===== src/rsmd_pkg.sv =====
/*
  rsmd_pkg: shared constants and carrier types for the rs485 multidrop
  and rts direction block.
  assumes a 32-bit apb master and a byte-wide uart core around the block.
*/
package rsmd_pkg;
   // apb byte addresses
   localparam logic [7:0] ADDR_EXTRA_FEATURES_CTRL = 8'h00;
   localparam logic [7:0] ADDR_MODEM_CONTROL_REG = 8'h04;
   localparam logic [7:0] ADDR_LINE_CONTROL_REG = 8'h08;
   localparam logic [7:0] ADDR_INTERRUPT_ENABLE_REG = 8'h0C;
   localparam logic [7:0] ADDR_ENHANCED_FEATURES_REG = 8'h10;
   localparam logic [7:0] ADDR_SECOND_FLOW_STOP_CHAR = 8'h14;
   localparam logic [7:0] ADDR_FLOW_CTRL = 8'h18;
   localparam logic [7:0] ADDR_EVENT_STATUS = 8'h1C;
   localparam logic [7:0] ADDR_EVENT_MASK = 8'h20;
   localparam logic [7:0] ADDR_BLOCK_STATE = 8'h24;
   // extra_features_ctrl fields
   localparam int NINE_BIT_POS = 0;
   localparam int RECEIVER_OFF_POS = 1;
   localparam int TRANSMITTER_OWNS_RTS_POS = 4;
   localparam int DIRECTION_POLARITY_INVERT_POS = 5;
   // other fields
   localparam int MANUAL_RTS_POS = 1;       // modem_control_reg
   localparam int LINE_STATUS_IE_POS = 2;   // interrupt_enable_reg
   localparam int SPECIAL_DETECT_POS = 5;   // enhanced_features_reg
   localparam int HW_FLOW_EN_POS = 0;       // flow control register
   // event status bits
   localparam int EV_ADDR_TAKEN_POS = 0;
   localparam int EV_ADDR_DROPPED_POS = 1;
   localparam int EV_TX_DONE_POS = 2;
   localparam int EV_WIDTH = 3;
   // reset values
   localparam logic [7:0] RESET_BYTE = 8'h00;
   localparam logic [EV_WIDTH-1:0] RESET_EVENTS = 3'h0;

   // receive character handed to the fifo
   typedef struct packed {
      logic valid;
      logic [7:0] data;
      logic perr;
   } rsmd_push_type;

   // whole state of the top module
   typedef struct packed {
      logic [7:0] extra_features_ctrl;
      logic [7:0] modem_control_reg;
      logic [7:0] line_control_reg;
      logic [7:0] interrupt_enable_reg;
      logic [7:0] enhanced_features_reg;
      logic [7:0] second_flow_stop_char;
      logic [7:0] flow;
      logic [EV_WIDTH-1:0] sts;
      logic [EV_WIDTH-1:0] msk;
      logic tx_busy;
      logic rts_n;
      logic irq;
      logic line_irq;
      rsmd_push_type push;
      logic [31:0] prdata;
      logic pready;
      logic pslverr;
   } rsmd_state_type;
endpackage


===== src/rsmd_top.sv =====
/*
  rsmd_top: rs485 extension of a uart. rts direction control from the
  transmitter, and 9-bit multidrop receive filtering with address match.
  assumes the uart core reports fifo writes, fifo and shift-register
  emptiness, and received characters with their ninth bit, all
  synchronous to clock.
*/
// Contract
// RULE_01: manual bit or flow control drives rts
// RULE_02: transmitter-owns-rts bit overrides other sources
// RULE_03: auto mode: rts low on write, high after
// RULE_04: software disables flow control before auto rts
// RULE_05: inversion: rts high while sending, low after
// RULE_06: lowest control bit enables 9-bit multidrop
// RULE_07: address character interrupts the controller
// RULE_08: software disables all flow control for multidrop
// RULE_09: software sets 9-bit, no detect, parity 111
// RULE_10: disabled receiver ignores data until address
// RULE_11: address sets parity error, fifo, line interrupt
// RULE_12: controller enables receiver only for own address
// RULE_13: enabled receiver flags parity error on address
// RULE_14: detect mode compares addresses, drops data, mismatches
// RULE_15: matching address enables receiver, pushed, interrupts
// RULE_16: mismatch disables receiver; match keeps parity bit
// RULE_17: receiver-off stops reception, pending char kept
// RULE_18: last bit sent means fifo and shifter empty
`timescale 1ns/1ps
module rsmd_top
   import rsmd_pkg::*;
(
   input wire logic clock, // 25 MHz system clock
   input wire logic sys_rst, // synchronous reset, active high
   input wire logic psel, // apb select
   input wire logic penable, // apb access phase
   input wire logic pwrite, // apb direction, high for write
   input wire logic [7:0] paddr, // apb byte address
   input wire logic [31:0] pwdata, // apb write data
   output logic [31:0] prdata, // apb read data
   output logic pready, // apb ready
   output logic pslverr, // apb error for unmapped address
   input wire logic tx_fifo_wr, // host wrote a byte to the tx fifo
   input wire logic tx_fifo_empty, // tx fifo holds nothing
   input wire logic tx_shift_empty, // tx shifter idle after stop bit
   input wire logic flow_rts_n, // rts level from flow control logic
   input wire logic rx_valid, // one-cycle pulse, character received
   input wire logic [7:0] rx_data, // received character
   input wire logic rx_parity, // received ninth (parity) bit
   input wire logic rx_perr, // parity check result, non-multidrop
   output logic rx_push, // push strobe into the rx fifo
   output logic [7:0] rx_push_data, // byte pushed into the rx fifo
   output logic rx_push_perr, // parity error slot of the pushed byte
   output logic rts_n, // rts pin, active low
   output logic line_irq, // line status interrupt pulse
   output logic irq // level interrupt from masked events
);
   rsmd_state_type s_q; // registered state
   rsmd_state_type s_d; // next state
   logic setup_ph; // apb setup cycle
   logic access_done; // apb access completes this edge
   logic mapped; // address decodes to a register
   logic nine_bit; // multidrop mode
   logic detect_on; // auto address detection
   logic rx_on; // receiver enabled
   logic addr_match; // address equals stored character
   logic ls_event; // address accepted into fifo

   // read side and decode for the current apb address
   always_comb begin
      setup_ph = psel && !penable;
      access_done = psel && penable && s_q.pready;
      mapped = 1'b1;
      unique case (paddr)
         ADDR_EXTRA_FEATURES_CTRL,
         ADDR_MODEM_CONTROL_REG,
         ADDR_LINE_CONTROL_REG,
         ADDR_INTERRUPT_ENABLE_REG,
         ADDR_ENHANCED_FEATURES_REG,
         ADDR_SECOND_FLOW_STOP_CHAR,
         ADDR_FLOW_CTRL,
         ADDR_EVENT_STATUS,
         ADDR_EVENT_MASK,
         ADDR_BLOCK_STATE: mapped = 1'b1;
         default: mapped = 1'b0; // unmapped address answers with pslverr
      endcase
   end

   // next-state logic: bus first, then hardware events so that sets win
   always_comb begin
      s_d = s_q;
      s_d.push = '0; // push strobe lasts one cycle
      s_d.line_irq = 1'b0;
      ls_event = 1'b0;
      // apb: pready for exactly one cycle, so every transfer has one wait-free access
      s_d.pready = setup_ph;
      if (setup_ph) begin
         s_d.pslverr = !mapped;
         unique case (paddr)
            ADDR_EXTRA_FEATURES_CTRL: s_d.prdata = {24'h000000, s_q.extra_features_ctrl};
            ADDR_MODEM_CONTROL_REG: s_d.prdata = {24'h000000, s_q.modem_control_reg};
            ADDR_LINE_CONTROL_REG: s_d.prdata = {24'h000000, s_q.line_control_reg};
            ADDR_INTERRUPT_ENABLE_REG: s_d.prdata = {24'h000000, s_q.interrupt_enable_reg};
            ADDR_ENHANCED_FEATURES_REG: s_d.prdata = {24'h000000, s_q.enhanced_features_reg};
            ADDR_SECOND_FLOW_STOP_CHAR: s_d.prdata = {24'h000000, s_q.second_flow_stop_char};
            ADDR_FLOW_CTRL: s_d.prdata = {24'h000000, s_q.flow};
            ADDR_EVENT_STATUS: s_d.prdata = {29'h00000000, s_q.sts};
            ADDR_EVENT_MASK: s_d.prdata = {29'h00000000, s_q.msk};
            ADDR_BLOCK_STATE: s_d.prdata = {29'h00000000, s_q.irq, s_q.rts_n, s_q.tx_busy};
            default: s_d.prdata = 32'h00000000; // unmapped reads as zero
         endcase
      end
      if (access_done && pwrite && mapped) begin
         unique case (paddr)
            ADDR_EXTRA_FEATURES_CTRL: s_d.extra_features_ctrl = pwdata[7:0];
            ADDR_MODEM_CONTROL_REG: s_d.modem_control_reg = pwdata[7:0];
            ADDR_LINE_CONTROL_REG: s_d.line_control_reg = pwdata[7:0];
            ADDR_INTERRUPT_ENABLE_REG: s_d.interrupt_enable_reg = pwdata[7:0];
            ADDR_ENHANCED_FEATURES_REG: s_d.enhanced_features_reg = pwdata[7:0];
            ADDR_SECOND_FLOW_STOP_CHAR: s_d.second_flow_stop_char = pwdata[7:0];
            ADDR_FLOW_CTRL: s_d.flow = pwdata[7:0];
            ADDR_EVENT_MASK: s_d.msk = pwdata[EV_WIDTH-1:0];
            default: s_d.flow = s_d.flow; // status and state are read-only
         endcase
      end
      // read clears only the bits that were returned, so a new event survives
      if (access_done && !pwrite && paddr == ADDR_EVENT_STATUS) begin
         s_d.sts = s_q.sts & ~s_q.prdata[EV_WIDTH-1:0];
      end

      // receive filtering; uses the old enable, so a char arriving as
      // receiver_off is written still lands in the fifo
      nine_bit = s_q.extra_features_ctrl[NINE_BIT_POS]; // [RULE_06]
      detect_on = s_q.enhanced_features_reg[SPECIAL_DETECT_POS];
      rx_on = !s_q.extra_features_ctrl[RECEIVER_OFF_POS]; // [RULE_17]
      addr_match = (rx_data == s_q.second_flow_stop_char);
      if (rx_valid) begin
         s_d.push.data = rx_data;
         if (!nine_bit) begin
            // plain uart: pass with the core's parity check
            s_d.push.valid = rx_on; // [RULE_17]
            s_d.push.perr = rx_perr;
         end else if (!detect_on) begin
            if (rx_parity) begin
               // address: stored with parity error, enabled or not
               s_d.push.valid = 1'b1; // [RULE_11] [RULE_13]
               s_d.push.perr = 1'b1; // [RULE_11]
               ls_event = 1'b1; // [RULE_07]
            end else begin
               // data only while the controller keeps receiver on
               s_d.push.valid = rx_on; // [RULE_10]
               s_d.push.perr = 1'b0;
            end
         end else begin
            if (rx_parity && addr_match) begin
               s_d.extra_features_ctrl[RECEIVER_OFF_POS] = 1'b0; // [RULE_15]
               s_d.push.valid = 1'b1; // [RULE_15] [RULE_16]
               s_d.push.perr = rx_parity; // [RULE_16]
               ls_event = 1'b1; // [RULE_15]
            end else if (rx_parity) begin
               // foreign address: switch off and drop
               s_d.extra_features_ctrl[RECEIVER_OFF_POS] = 1'b1; // [RULE_16]
               s_d.sts[EV_ADDR_DROPPED_POS] = 1'b1;
            end else begin
               s_d.push.valid = rx_on; // [RULE_14]
               s_d.push.perr = 1'b0;
            end
         end
      end
      if (ls_event) begin
         s_d.sts[EV_ADDR_TAKEN_POS] = 1'b1; // [RULE_07]
         s_d.line_irq = s_q.interrupt_enable_reg[LINE_STATUS_IE_POS]; // [RULE_11]
      end

      // transmit busy: a fresh write wins over the empty condition
      if (tx_fifo_wr) begin
         s_d.tx_busy = 1'b1; // [RULE_03]
      end else if (tx_fifo_empty && tx_shift_empty) begin
         s_d.tx_busy = 1'b0; // [RULE_18]
         if (s_q.tx_busy) begin
            s_d.sts[EV_TX_DONE_POS] = 1'b1;
         end
      end

      // rts source select, taken from the next control values
      if (s_d.extra_features_ctrl[TRANSMITTER_OWNS_RTS_POS]) begin // [RULE_02]
         if (s_d.extra_features_ctrl[DIRECTION_POLARITY_INVERT_POS]) begin
            s_d.rts_n = s_d.tx_busy; // [RULE_05]
         end else begin
            s_d.rts_n = !s_d.tx_busy; // [RULE_03]
         end
      end else if (s_d.flow[HW_FLOW_EN_POS]) begin
         s_d.rts_n = flow_rts_n; // [RULE_01]
      end else begin
         s_d.rts_n = !s_d.modem_control_reg[MANUAL_RTS_POS]; // [RULE_01]
      end

      s_d.irq = |(s_d.sts & s_d.msk);
   end

   // state register; idle rts is high after reset
   always_ff @(posedge clock) begin
      if (sys_rst) begin
         s_q <= '0;
         s_q.rts_n <= 1'b1;
         s_q.sts <= RESET_EVENTS;
         s_q.extra_features_ctrl <= RESET_BYTE;
      end else begin
         s_q <= s_d;
      end
   end

   // outputs straight from the state register
   assign prdata = s_q.prdata;
   assign pready = s_q.pready;
   assign pslverr = s_q.pslverr;
   assign rx_push = s_q.push.valid;
   assign rx_push_data = s_q.push.data;
   assign rx_push_perr = s_q.push.perr;
   assign rts_n = s_q.rts_n;
   assign line_irq = s_q.line_irq;
   assign irq = s_q.irq;

   // checks
   property p_rts_manual;
      @(posedge clock) disable iff (sys_rst)
      (!s_q.extra_features_ctrl[TRANSMITTER_OWNS_RTS_POS] && !s_q.flow[HW_FLOW_EN_POS])
         |-> (rts_n == !s_q.modem_control_reg[MANUAL_RTS_POS]);
   endproperty
   a_rts_manual: assert property (p_rts_manual) else $error("rts not from manual bit"); // [RULE_01]

   property p_rts_flow;
      @(posedge clock) disable iff (sys_rst)
      (!s_q.extra_features_ctrl[TRANSMITTER_OWNS_RTS_POS] && s_q.flow[HW_FLOW_EN_POS])
         |-> (rts_n == $past(flow_rts_n));
   endproperty
   a_rts_flow: assert property (p_rts_flow) else $error("rts not from flow control"); // [RULE_01]

   property p_rts_assert;
      @(posedge clock) disable iff (sys_rst)
      (s_d.extra_features_ctrl[TRANSMITTER_OWNS_RTS_POS] && !s_d.extra_features_ctrl[DIRECTION_POLARITY_INVERT_POS]
         && tx_fifo_wr) |=> !rts_n;
   endproperty
   a_rts_assert: assert property (p_rts_assert) else $error("rts not low on write"); // [RULE_03]

   property p_rts_invert;
      @(posedge clock) disable iff (sys_rst)
      (s_d.extra_features_ctrl[TRANSMITTER_OWNS_RTS_POS] && s_d.extra_features_ctrl[DIRECTION_POLARITY_INVERT_POS]
         && tx_fifo_wr) |=> rts_n;
   endproperty
   a_rts_invert: assert property (p_rts_invert) else $error("inverted rts not high"); // [RULE_05]

   property p_rts_release;
      @(posedge clock) disable iff (sys_rst)
      (s_d.extra_features_ctrl[TRANSMITTER_OWNS_RTS_POS] && !s_d.extra_features_ctrl[DIRECTION_POLARITY_INVERT_POS]
         && !tx_fifo_wr && tx_fifo_empty && tx_shift_empty) |=> rts_n && !s_q.tx_busy;
   endproperty
   a_rts_release: assert property (p_rts_release) else $error("rts not released"); // [RULE_18]

   property p_drop_data;
      @(posedge clock) disable iff (sys_rst)
      (rx_valid && s_q.extra_features_ctrl[NINE_BIT_POS] && s_q.extra_features_ctrl[RECEIVER_OFF_POS] && !rx_parity)
         |=> !rx_push;
   endproperty
   a_drop_data: assert property (p_drop_data) else $error("data taken while off"); // [RULE_10]

   property p_addr_normal;
      @(posedge clock) disable iff (sys_rst)
      (rx_valid && s_q.extra_features_ctrl[NINE_BIT_POS] && !s_q.enhanced_features_reg[SPECIAL_DETECT_POS] && rx_parity)
         |=> rx_push && rx_push_perr && (line_irq == $past(s_q.interrupt_enable_reg[LINE_STATUS_IE_POS]));
   endproperty
   a_addr_normal: assert property (p_addr_normal) else $error("address not flagged"); // [RULE_11]

   property p_addr_enabled;
      @(posedge clock) disable iff (sys_rst)
      (rx_valid && s_q.extra_features_ctrl[NINE_BIT_POS] && !s_q.enhanced_features_reg[SPECIAL_DETECT_POS]
         && !s_q.extra_features_ctrl[RECEIVER_OFF_POS] && rx_parity)
         |=> rx_push && rx_push_perr && (rx_push_data == $past(rx_data));
   endproperty
   a_addr_enabled: assert property (p_addr_enabled) else $error("no error on address"); // [RULE_13]

   property p_match;
      @(posedge clock) disable iff (sys_rst)
      (rx_valid && s_q.extra_features_ctrl[NINE_BIT_POS] && s_q.enhanced_features_reg[SPECIAL_DETECT_POS] && rx_parity
         && rx_data == s_q.second_flow_stop_char) |=> rx_push && rx_push_perr && !s_q.extra_features_ctrl[RECEIVER_OFF_POS];
   endproperty
   a_match: assert property (p_match) else $error("matching address lost"); // [RULE_15]

   property p_mismatch;
      @(posedge clock) disable iff (sys_rst)
      (rx_valid && s_q.extra_features_ctrl[NINE_BIT_POS] && s_q.enhanced_features_reg[SPECIAL_DETECT_POS] && rx_parity
         && rx_data != s_q.second_flow_stop_char) |=> !rx_push && s_q.extra_features_ctrl[RECEIVER_OFF_POS];
   endproperty
   a_mismatch: assert property (p_mismatch) else $error("foreign address kept"); // [RULE_16]

   property p_addr_event;
      @(posedge clock) disable iff (sys_rst)
      (rx_valid && s_q.extra_features_ctrl[NINE_BIT_POS] && rx_parity && !s_q.enhanced_features_reg[SPECIAL_DETECT_POS])
         |=> s_q.sts[EV_ADDR_TAKEN_POS];
   endproperty
   a_addr_event: assert property (p_addr_event) else $error("address event missing"); // [RULE_07]

   // transmitter ownership: rts follows busy, whatever manual bit and flow say
   property p_rts_own;
      @(posedge clock) disable iff (sys_rst)
      (s_q.extra_features_ctrl[TRANSMITTER_OWNS_RTS_POS] && !s_q.extra_features_ctrl[DIRECTION_POLARITY_INVERT_POS])
         |-> (rts_n == !s_q.tx_busy);
   endproperty
   a_rts_own: assert property (p_rts_own) else $error("rts not owned"); // [RULE_02]

   property p_rts_own_inv;
      @(posedge clock) disable iff (sys_rst)
      (s_q.extra_features_ctrl[TRANSMITTER_OWNS_RTS_POS] && s_q.extra_features_ctrl[DIRECTION_POLARITY_INVERT_POS])
         |-> (rts_n == s_q.tx_busy);
   endproperty
   a_rts_own_inv: assert property (p_rts_own_inv) else $error("rts polarity wrong"); // [RULE_05]

   // plain uart path: receiver_off gates, otherwise the char passes as is
   property p_plain_off;
      @(posedge clock) disable iff (sys_rst)
      (rx_valid && !s_q.extra_features_ctrl[NINE_BIT_POS] && s_q.extra_features_ctrl[RECEIVER_OFF_POS]) |=> !rx_push;
   endproperty
   a_plain_off: assert property (p_plain_off) else $error("char taken while off"); // [RULE_17]

   property p_plain_pass;
      @(posedge clock) disable iff (sys_rst)
      (rx_valid && !s_q.extra_features_ctrl[NINE_BIT_POS] && !s_q.extra_features_ctrl[RECEIVER_OFF_POS])
         |=> rx_push && (rx_push_data == $past(rx_data)) && (rx_push_perr == $past(rx_perr));
   endproperty
   a_plain_pass: assert property (p_plain_pass) else $error("plain char altered"); // [RULE_06]

   // matching address raises the line interrupt when enabled
   property p_match_irq;
      @(posedge clock) disable iff (sys_rst)
      (rx_valid && s_q.extra_features_ctrl[NINE_BIT_POS] && s_q.enhanced_features_reg[SPECIAL_DETECT_POS] && rx_parity
         && rx_data == s_q.second_flow_stop_char) |=> (line_irq == $past(s_q.interrupt_enable_reg[LINE_STATUS_IE_POS]));
   endproperty
   a_match_irq: assert property (p_match_irq) else $error("match without interrupt"); // [RULE_15]

   // busy falls and tx done is flagged once both stages are empty
   property p_tx_done;
      @(posedge clock) disable iff (sys_rst)
      (s_q.tx_busy && !tx_fifo_wr && tx_fifo_empty && tx_shift_empty)
         |=> s_q.sts[EV_TX_DONE_POS] && !s_q.tx_busy;
   endproperty
   a_tx_done: assert property (p_tx_done) else $error("tx done not flagged"); // [RULE_18]

   // foreign address is flagged as dropped and never raises the line interrupt
   property p_drop_event;
      @(posedge clock) disable iff (sys_rst)
      (rx_valid && s_q.extra_features_ctrl[NINE_BIT_POS] && s_q.enhanced_features_reg[SPECIAL_DETECT_POS] && rx_parity
         && rx_data != s_q.second_flow_stop_char) |=> s_q.sts[EV_ADDR_DROPPED_POS] && !line_irq;
   endproperty
   a_drop_event: assert property (p_drop_event) else $error("drop not flagged"); // [RULE_16]
endmodule


===== config.mk =====
export PLATFORM = sky130hd
export DESIGN_NAME = rsmd_top
export DESIGN_NICKNAME = d
export VERILOG_FILES = /design/src/rsmd_pkg.sv /design/src/rsmd_top.sv
export SDC_FILE = /design/constraint.sdc
export NUM_CORES = 1
export LEC_CHECK = 0
export ABC_AREA = 1
export BUFFER_PORTS_ARGS = -buffer_cell sky130_fd_sc_hd__buf_4
export CAP_MARGIN = 5
export CORE_MARGIN = 1.5
export CORE_UTILIZATION = 50
export CTS_CLUSTER_DIAMETER = 80
export DETAILED_ROUTE_END_ITERATION = 8
export GPL_TIMING_DRIVEN = 0
export PLACE_DENSITY = 0.76
export RECOVER_POWER = 25
export SYNTH_ARGS = -nofsm -noshare
export SYNTH_HDL_FRONTEND = slang
export SYNTH_SLANG_ARGS = --single-unit

===== constraint.sdc =====
create_clock -name clock -period 2.4 [get_ports clock]
set_input_delay 0.72 -clock clock [delete_from_list [all_inputs] [get_ports clock]]
set_output_delay 0.72 -clock clock [all_outputs]
set_load 0.02 [all_outputs]

==> reports/results.txt <==
The run finished with clean final reports. The final number of max-transition violations is 0. Routed length on met1: 4570 um. In this design, the critical path's most frequently occurring cell is sky130_fd_sc_hd__nor2_2.

The run gives 0.538 as the relative max-transition margin. Synthesis inferred 86 register bits. The number of different library cells used by synthesis comes to 27.

The detail-routed via count per cell was 5.16; the minimum clock period was 2.15 ns. The initial antenna violation count came out at 0. By startpoint and endpoint, the worst setup path is classified as in2reg. The sink count of the clock tree came out at 86. After clock tree synthesis, the clock-pin slew on the worst setup and hold paths is 0.07 ns. Total global-route track usage: 0.259. Across the routed clock network, the largest skew measured is 0.00854 ns.

The tools report the number of endpoints with negative hold slack in the final report as 0. The ratio of total power to cell area works out to 567 nW/um2. The core region is 8180 um2. The maximum resistive drop on vdd is 0.260 mV. Prevailing post-synth register cell: sky130_fd_sc_hd__dfxtp_1.

In this run the worst setup path begins at paddr[1]. The die is 94.5 um tall. Before CTS, the worst setup slack after placement is -0.0687 ns. In this run the most critical hold path is launched from s_q[82].

The run gives 2.66 ns as the required time at the worst-slack endpoint. Setup repair after global routing left no endpoint under its margin. For the number of buffers inserted for hold repair after clock tree synthesis, the log shows 0. The wire length on met3 is 938 um. The overall via count from detail_route was 4065. The first detailed-routing pass took 6 iterations. The ratio of final minimum period to clock period is 0.894, and the count of buffers inserted at the top-level ports is 58. The first global-routing pass estimated 17400 um of wire. The tightest hold path in the finished design has a slack of 0.448 ns. The initial cell density of the core was 0.511. The signal on the critical path passes through buf_4 -> nor2_2 -> nand2_2 -> nor2_2 -> nor2_2 -> nand3_4 -> nand2_4 -> inv_8 -> nand2_2 -> buf_6 -> o21ai_1 -> a21oi_1. The placed instance area is 4830 um2.

Data on the critical path arrives at its endpoint at 2.41 ns. Cell chosen for the clock root: sky130_fd_sc_hd__clkbuf_8. The proportion of layout cells with a drive suffix above 1 was 0.184; the final HPWL from detailed placement was 8270 um. TritonCTS built the clock tree. The number of flops mapped to enable cells by yosys is 0. Once the clock tree was built, the resizer swapped 0 gates to a different size. Horizontal extent of the die: 94.5 um.

Share of async-settable or async-resettable flops after synthesis: 0. After detailed routing, the average wire length per cell comes to 14.1 um. The path class of the tightest hold or removal check is reg2reg. During synthesis, Yosys emitted a total of 0 warnings.

The run gives 2.83 mW as the power after layout. The number of placed I/O pins was 107; the final worst setup slack was 0.254 ns. The number of antenna diodes in the final layout is 0. The worst-skew pair later-pin latency was 0.37 ns; the slew at the pin closest to its max-slew limit was 0.693 ns. The via count of the first global-routing pass is 3629, and the reported max-cap violation count is 0. The biggest fanout along the worst timing path came out at 10. Global routing finished with a remaining overflow of 0. Post-detailed-route count of antenna-violating nets: 0. For this run, the post-layout net count is 739. The longest clock path from root to sink contains 2 buffers. The logs give 0 for the total setup violations reported at the end of the flow and 383 for the violation count after the first detailed-route iteration. In this run the static leakage power is 2.18 nW.

The average cell area after synthesis is 7.12 um2, and the top achievable clock speed is 466 MHz. The final design instance area without fill was 4990 um2; the final weighted congestion in routability-driven placement was 0.970. The gate count after technology mapping is 587. Leaving out filler cells and counting taps, the final layout contains 788. The area growth from synthesis to final layout works out to 19.4%. The mapped netlist covers 4180 um2. Number of cells after detailed placement: 773. The endpoint type of the worst setup path is a flop. The site row count came out at 33.

The type of origin of the critical path is an input pin. Share of synthesized area occupied by flip-flops and latches: 0.412. The die covers 8920 um2. The H-tree generated during clock tree synthesis spans 3 levels. The logs give 5190 um for the length of routed met2 wiring and 9 for the clock buffer count from CTS. The highest metal layer carrying signal wires in the routed design is met4. For this run, the slowest stage of the critical path takes 0.34 ns. The total wire length came out at 11100 um. The worst register-to-register path begins at s_q[67].

In the routed design, unresolved DRC markers number 0. Among all stages on the critical path, the largest delay is contributed by sky130_fd_sc_hd__nor2_2. Number of setup buffers added after CTS: 0. The run gives 14 as the largest net degree at the start of global routing.
critical path, delay by kind of cell:
kind / cells / cell delay, ns
buf+inv: 3 / 0.42
compound gates: 2 / 0.20
simple gates: 7 / 1.05
final timing paths:
| kind | to | slack (ns) | depth (start not counted) |
|---|---|---|---|
| max | s_q[85] | 0.25 | 12 |
| max reg2reg | irq | 0.64 | 8 |
| min reg2reg | s_q[82] | 0.45 | 2 |
| min | s_q[82] | 0.45 | 2 |
state kept, by name, summed over array words and instances (netlist names):
| register | cells |
|---|---|
| detect_on | 1 |
| irq | 1 |
| line_irq | 1 |
| nine_bit | 1 |
| prdata | 8 |
| pready | 1 |
| pslverr | 1 |
| rts_n | 1 |
| rx_push | 1 |
| rx_push_data | 8 |
| rx_push_perr | 1 |
| s_q | 61 |
where the power goes:
group	leakage (nW)	total (mW)	internal, mW	switching (mW)
Clock	0.109	1.14	0.638	0.506
Sequential	0.695	1.44	1.44	0.00387
Combinational	1.38	0.249	0.0958	0.154
cell families after synthesis:
logic type | share of synthesized area
AOI/OAI and AO/OA | 0.186
buffers and inverters | 0.179
and+or+nand+nor | 0.216
other | 0.000897
DFF | 0.412
xor gates and xnor gates | 0.00628
placed cells by master, fill, tap and decap left out, types with 3 or more instances in the layout:
cell type / n
sky130_fd_sc_hd__o21ai_0: 39
sky130_fd_sc_hd__dfxtp_1: 86
sky130_fd_sc_hd__nor2_2: 8
sky130_fd_sc_hd__buf_6: 7
sky130_fd_sc_hd__clkbuf_1: 26
sky130_fd_sc_hd__a21oi_1: 74
sky130_fd_sc_hd__conb_1: 24
sky130_fd_sc_hd__o21ai_1: 22
sky130_fd_sc_hd__nand2_4: 3
sky130_fd_sc_hd__o22ai_1: 14
sky130_fd_sc_hd__nand4_1: 3
sky130_fd_sc_hd__nor2_1: 44
sky130_fd_sc_hd__buf_4: 80
sky130_fd_sc_hd__nand3_1: 31
sky130_fd_sc_hd__nand2_2: 6
sky130_fd_sc_hd__inv_1: 83
sky130_fd_sc_hd__nor3_1: 3
sky130_fd_sc_hd__clkbuf_8: 11
sky130_fd_sc_hd__nand2_1: 101
synthesized netlist by cell type, types with 2 or more instances:
cell	number	area share
sky130_fd_sc_hd__o21ai_1	22	0.026
sky130_fd_sc_hd__nand3_1	31	0.037
sky130_fd_sc_hd__o22ai_1	14	0.021
sky130_fd_sc_hd__nor3_1	3	0.0036
sky130_fd_sc_hd__clkbuf_1	8	0.0072
sky130_fd_sc_hd__nand4_1	3	0.0045
sky130_fd_sc_hd__nor2_2	8	0.012
sky130_fd_sc_hd__inv_1	83	0.075
sky130_fd_sc_hd__dfxtp_1	86	0.41
sky130_fd_sc_hd__buf_6	7	0.019
sky130_fd_sc_hd__nand2_1	101	0.091
sky130_fd_sc_hd__nand2_2	6	0.0090
sky130_fd_sc_hd__buf_4	40	0.072
sky130_fd_sc_hd__nand2_4	3	0.0081
sky130_fd_sc_hd__nor2_1	44	0.039
sky130_fd_sc_hd__a21oi_1	74	0.089
sky130_fd_sc_hd__a211oi_1	2	0.0036
sky130_fd_sc_hd__xor2_1	2	0.0042
sky130_fd_sc_hd__nor2_4	2	0.0054
sky130_fd_sc_hd__o21ai_0	39	0.047
sky130_fd_sc_hd__inv_2	2	0.0018
sky130_fd_sc_hd__clkinv_1	2	0.0018
routing by layer:
layer / up-vias / global-route usage
met5: - / 0
met4: 0 / 0.139
met3: 31 / 0.0499
met2: 196 / 0.420
met1: 1826 / 0.324
li1: 2012 / -
layout make-up:
| class | instances | area, um2 |
|---|---|---|
| multi-input combinational | 381 | 1800 |
| buffer | 55 | 409 |
| inverter | 88 | 338 |
| clock inverter | 3 | 67.6 |
| sequential | 86 | 1720 |
| fill | 780 | 3180 |
| tap | 105 | 131 |
| timing repair buffer | 58 | 372 |
| clock buffer | 12 | 155 |
stage by stage:
step                TNS [ns]   util
floorplan                  0      -
global placement      -0.234  0.591
detailed placement    -0.966  0.591
CTS                        0  0.619
global route               0  0.611
finish                     0  0.611
Note: power is estimated with default switching activity, not from simulation.
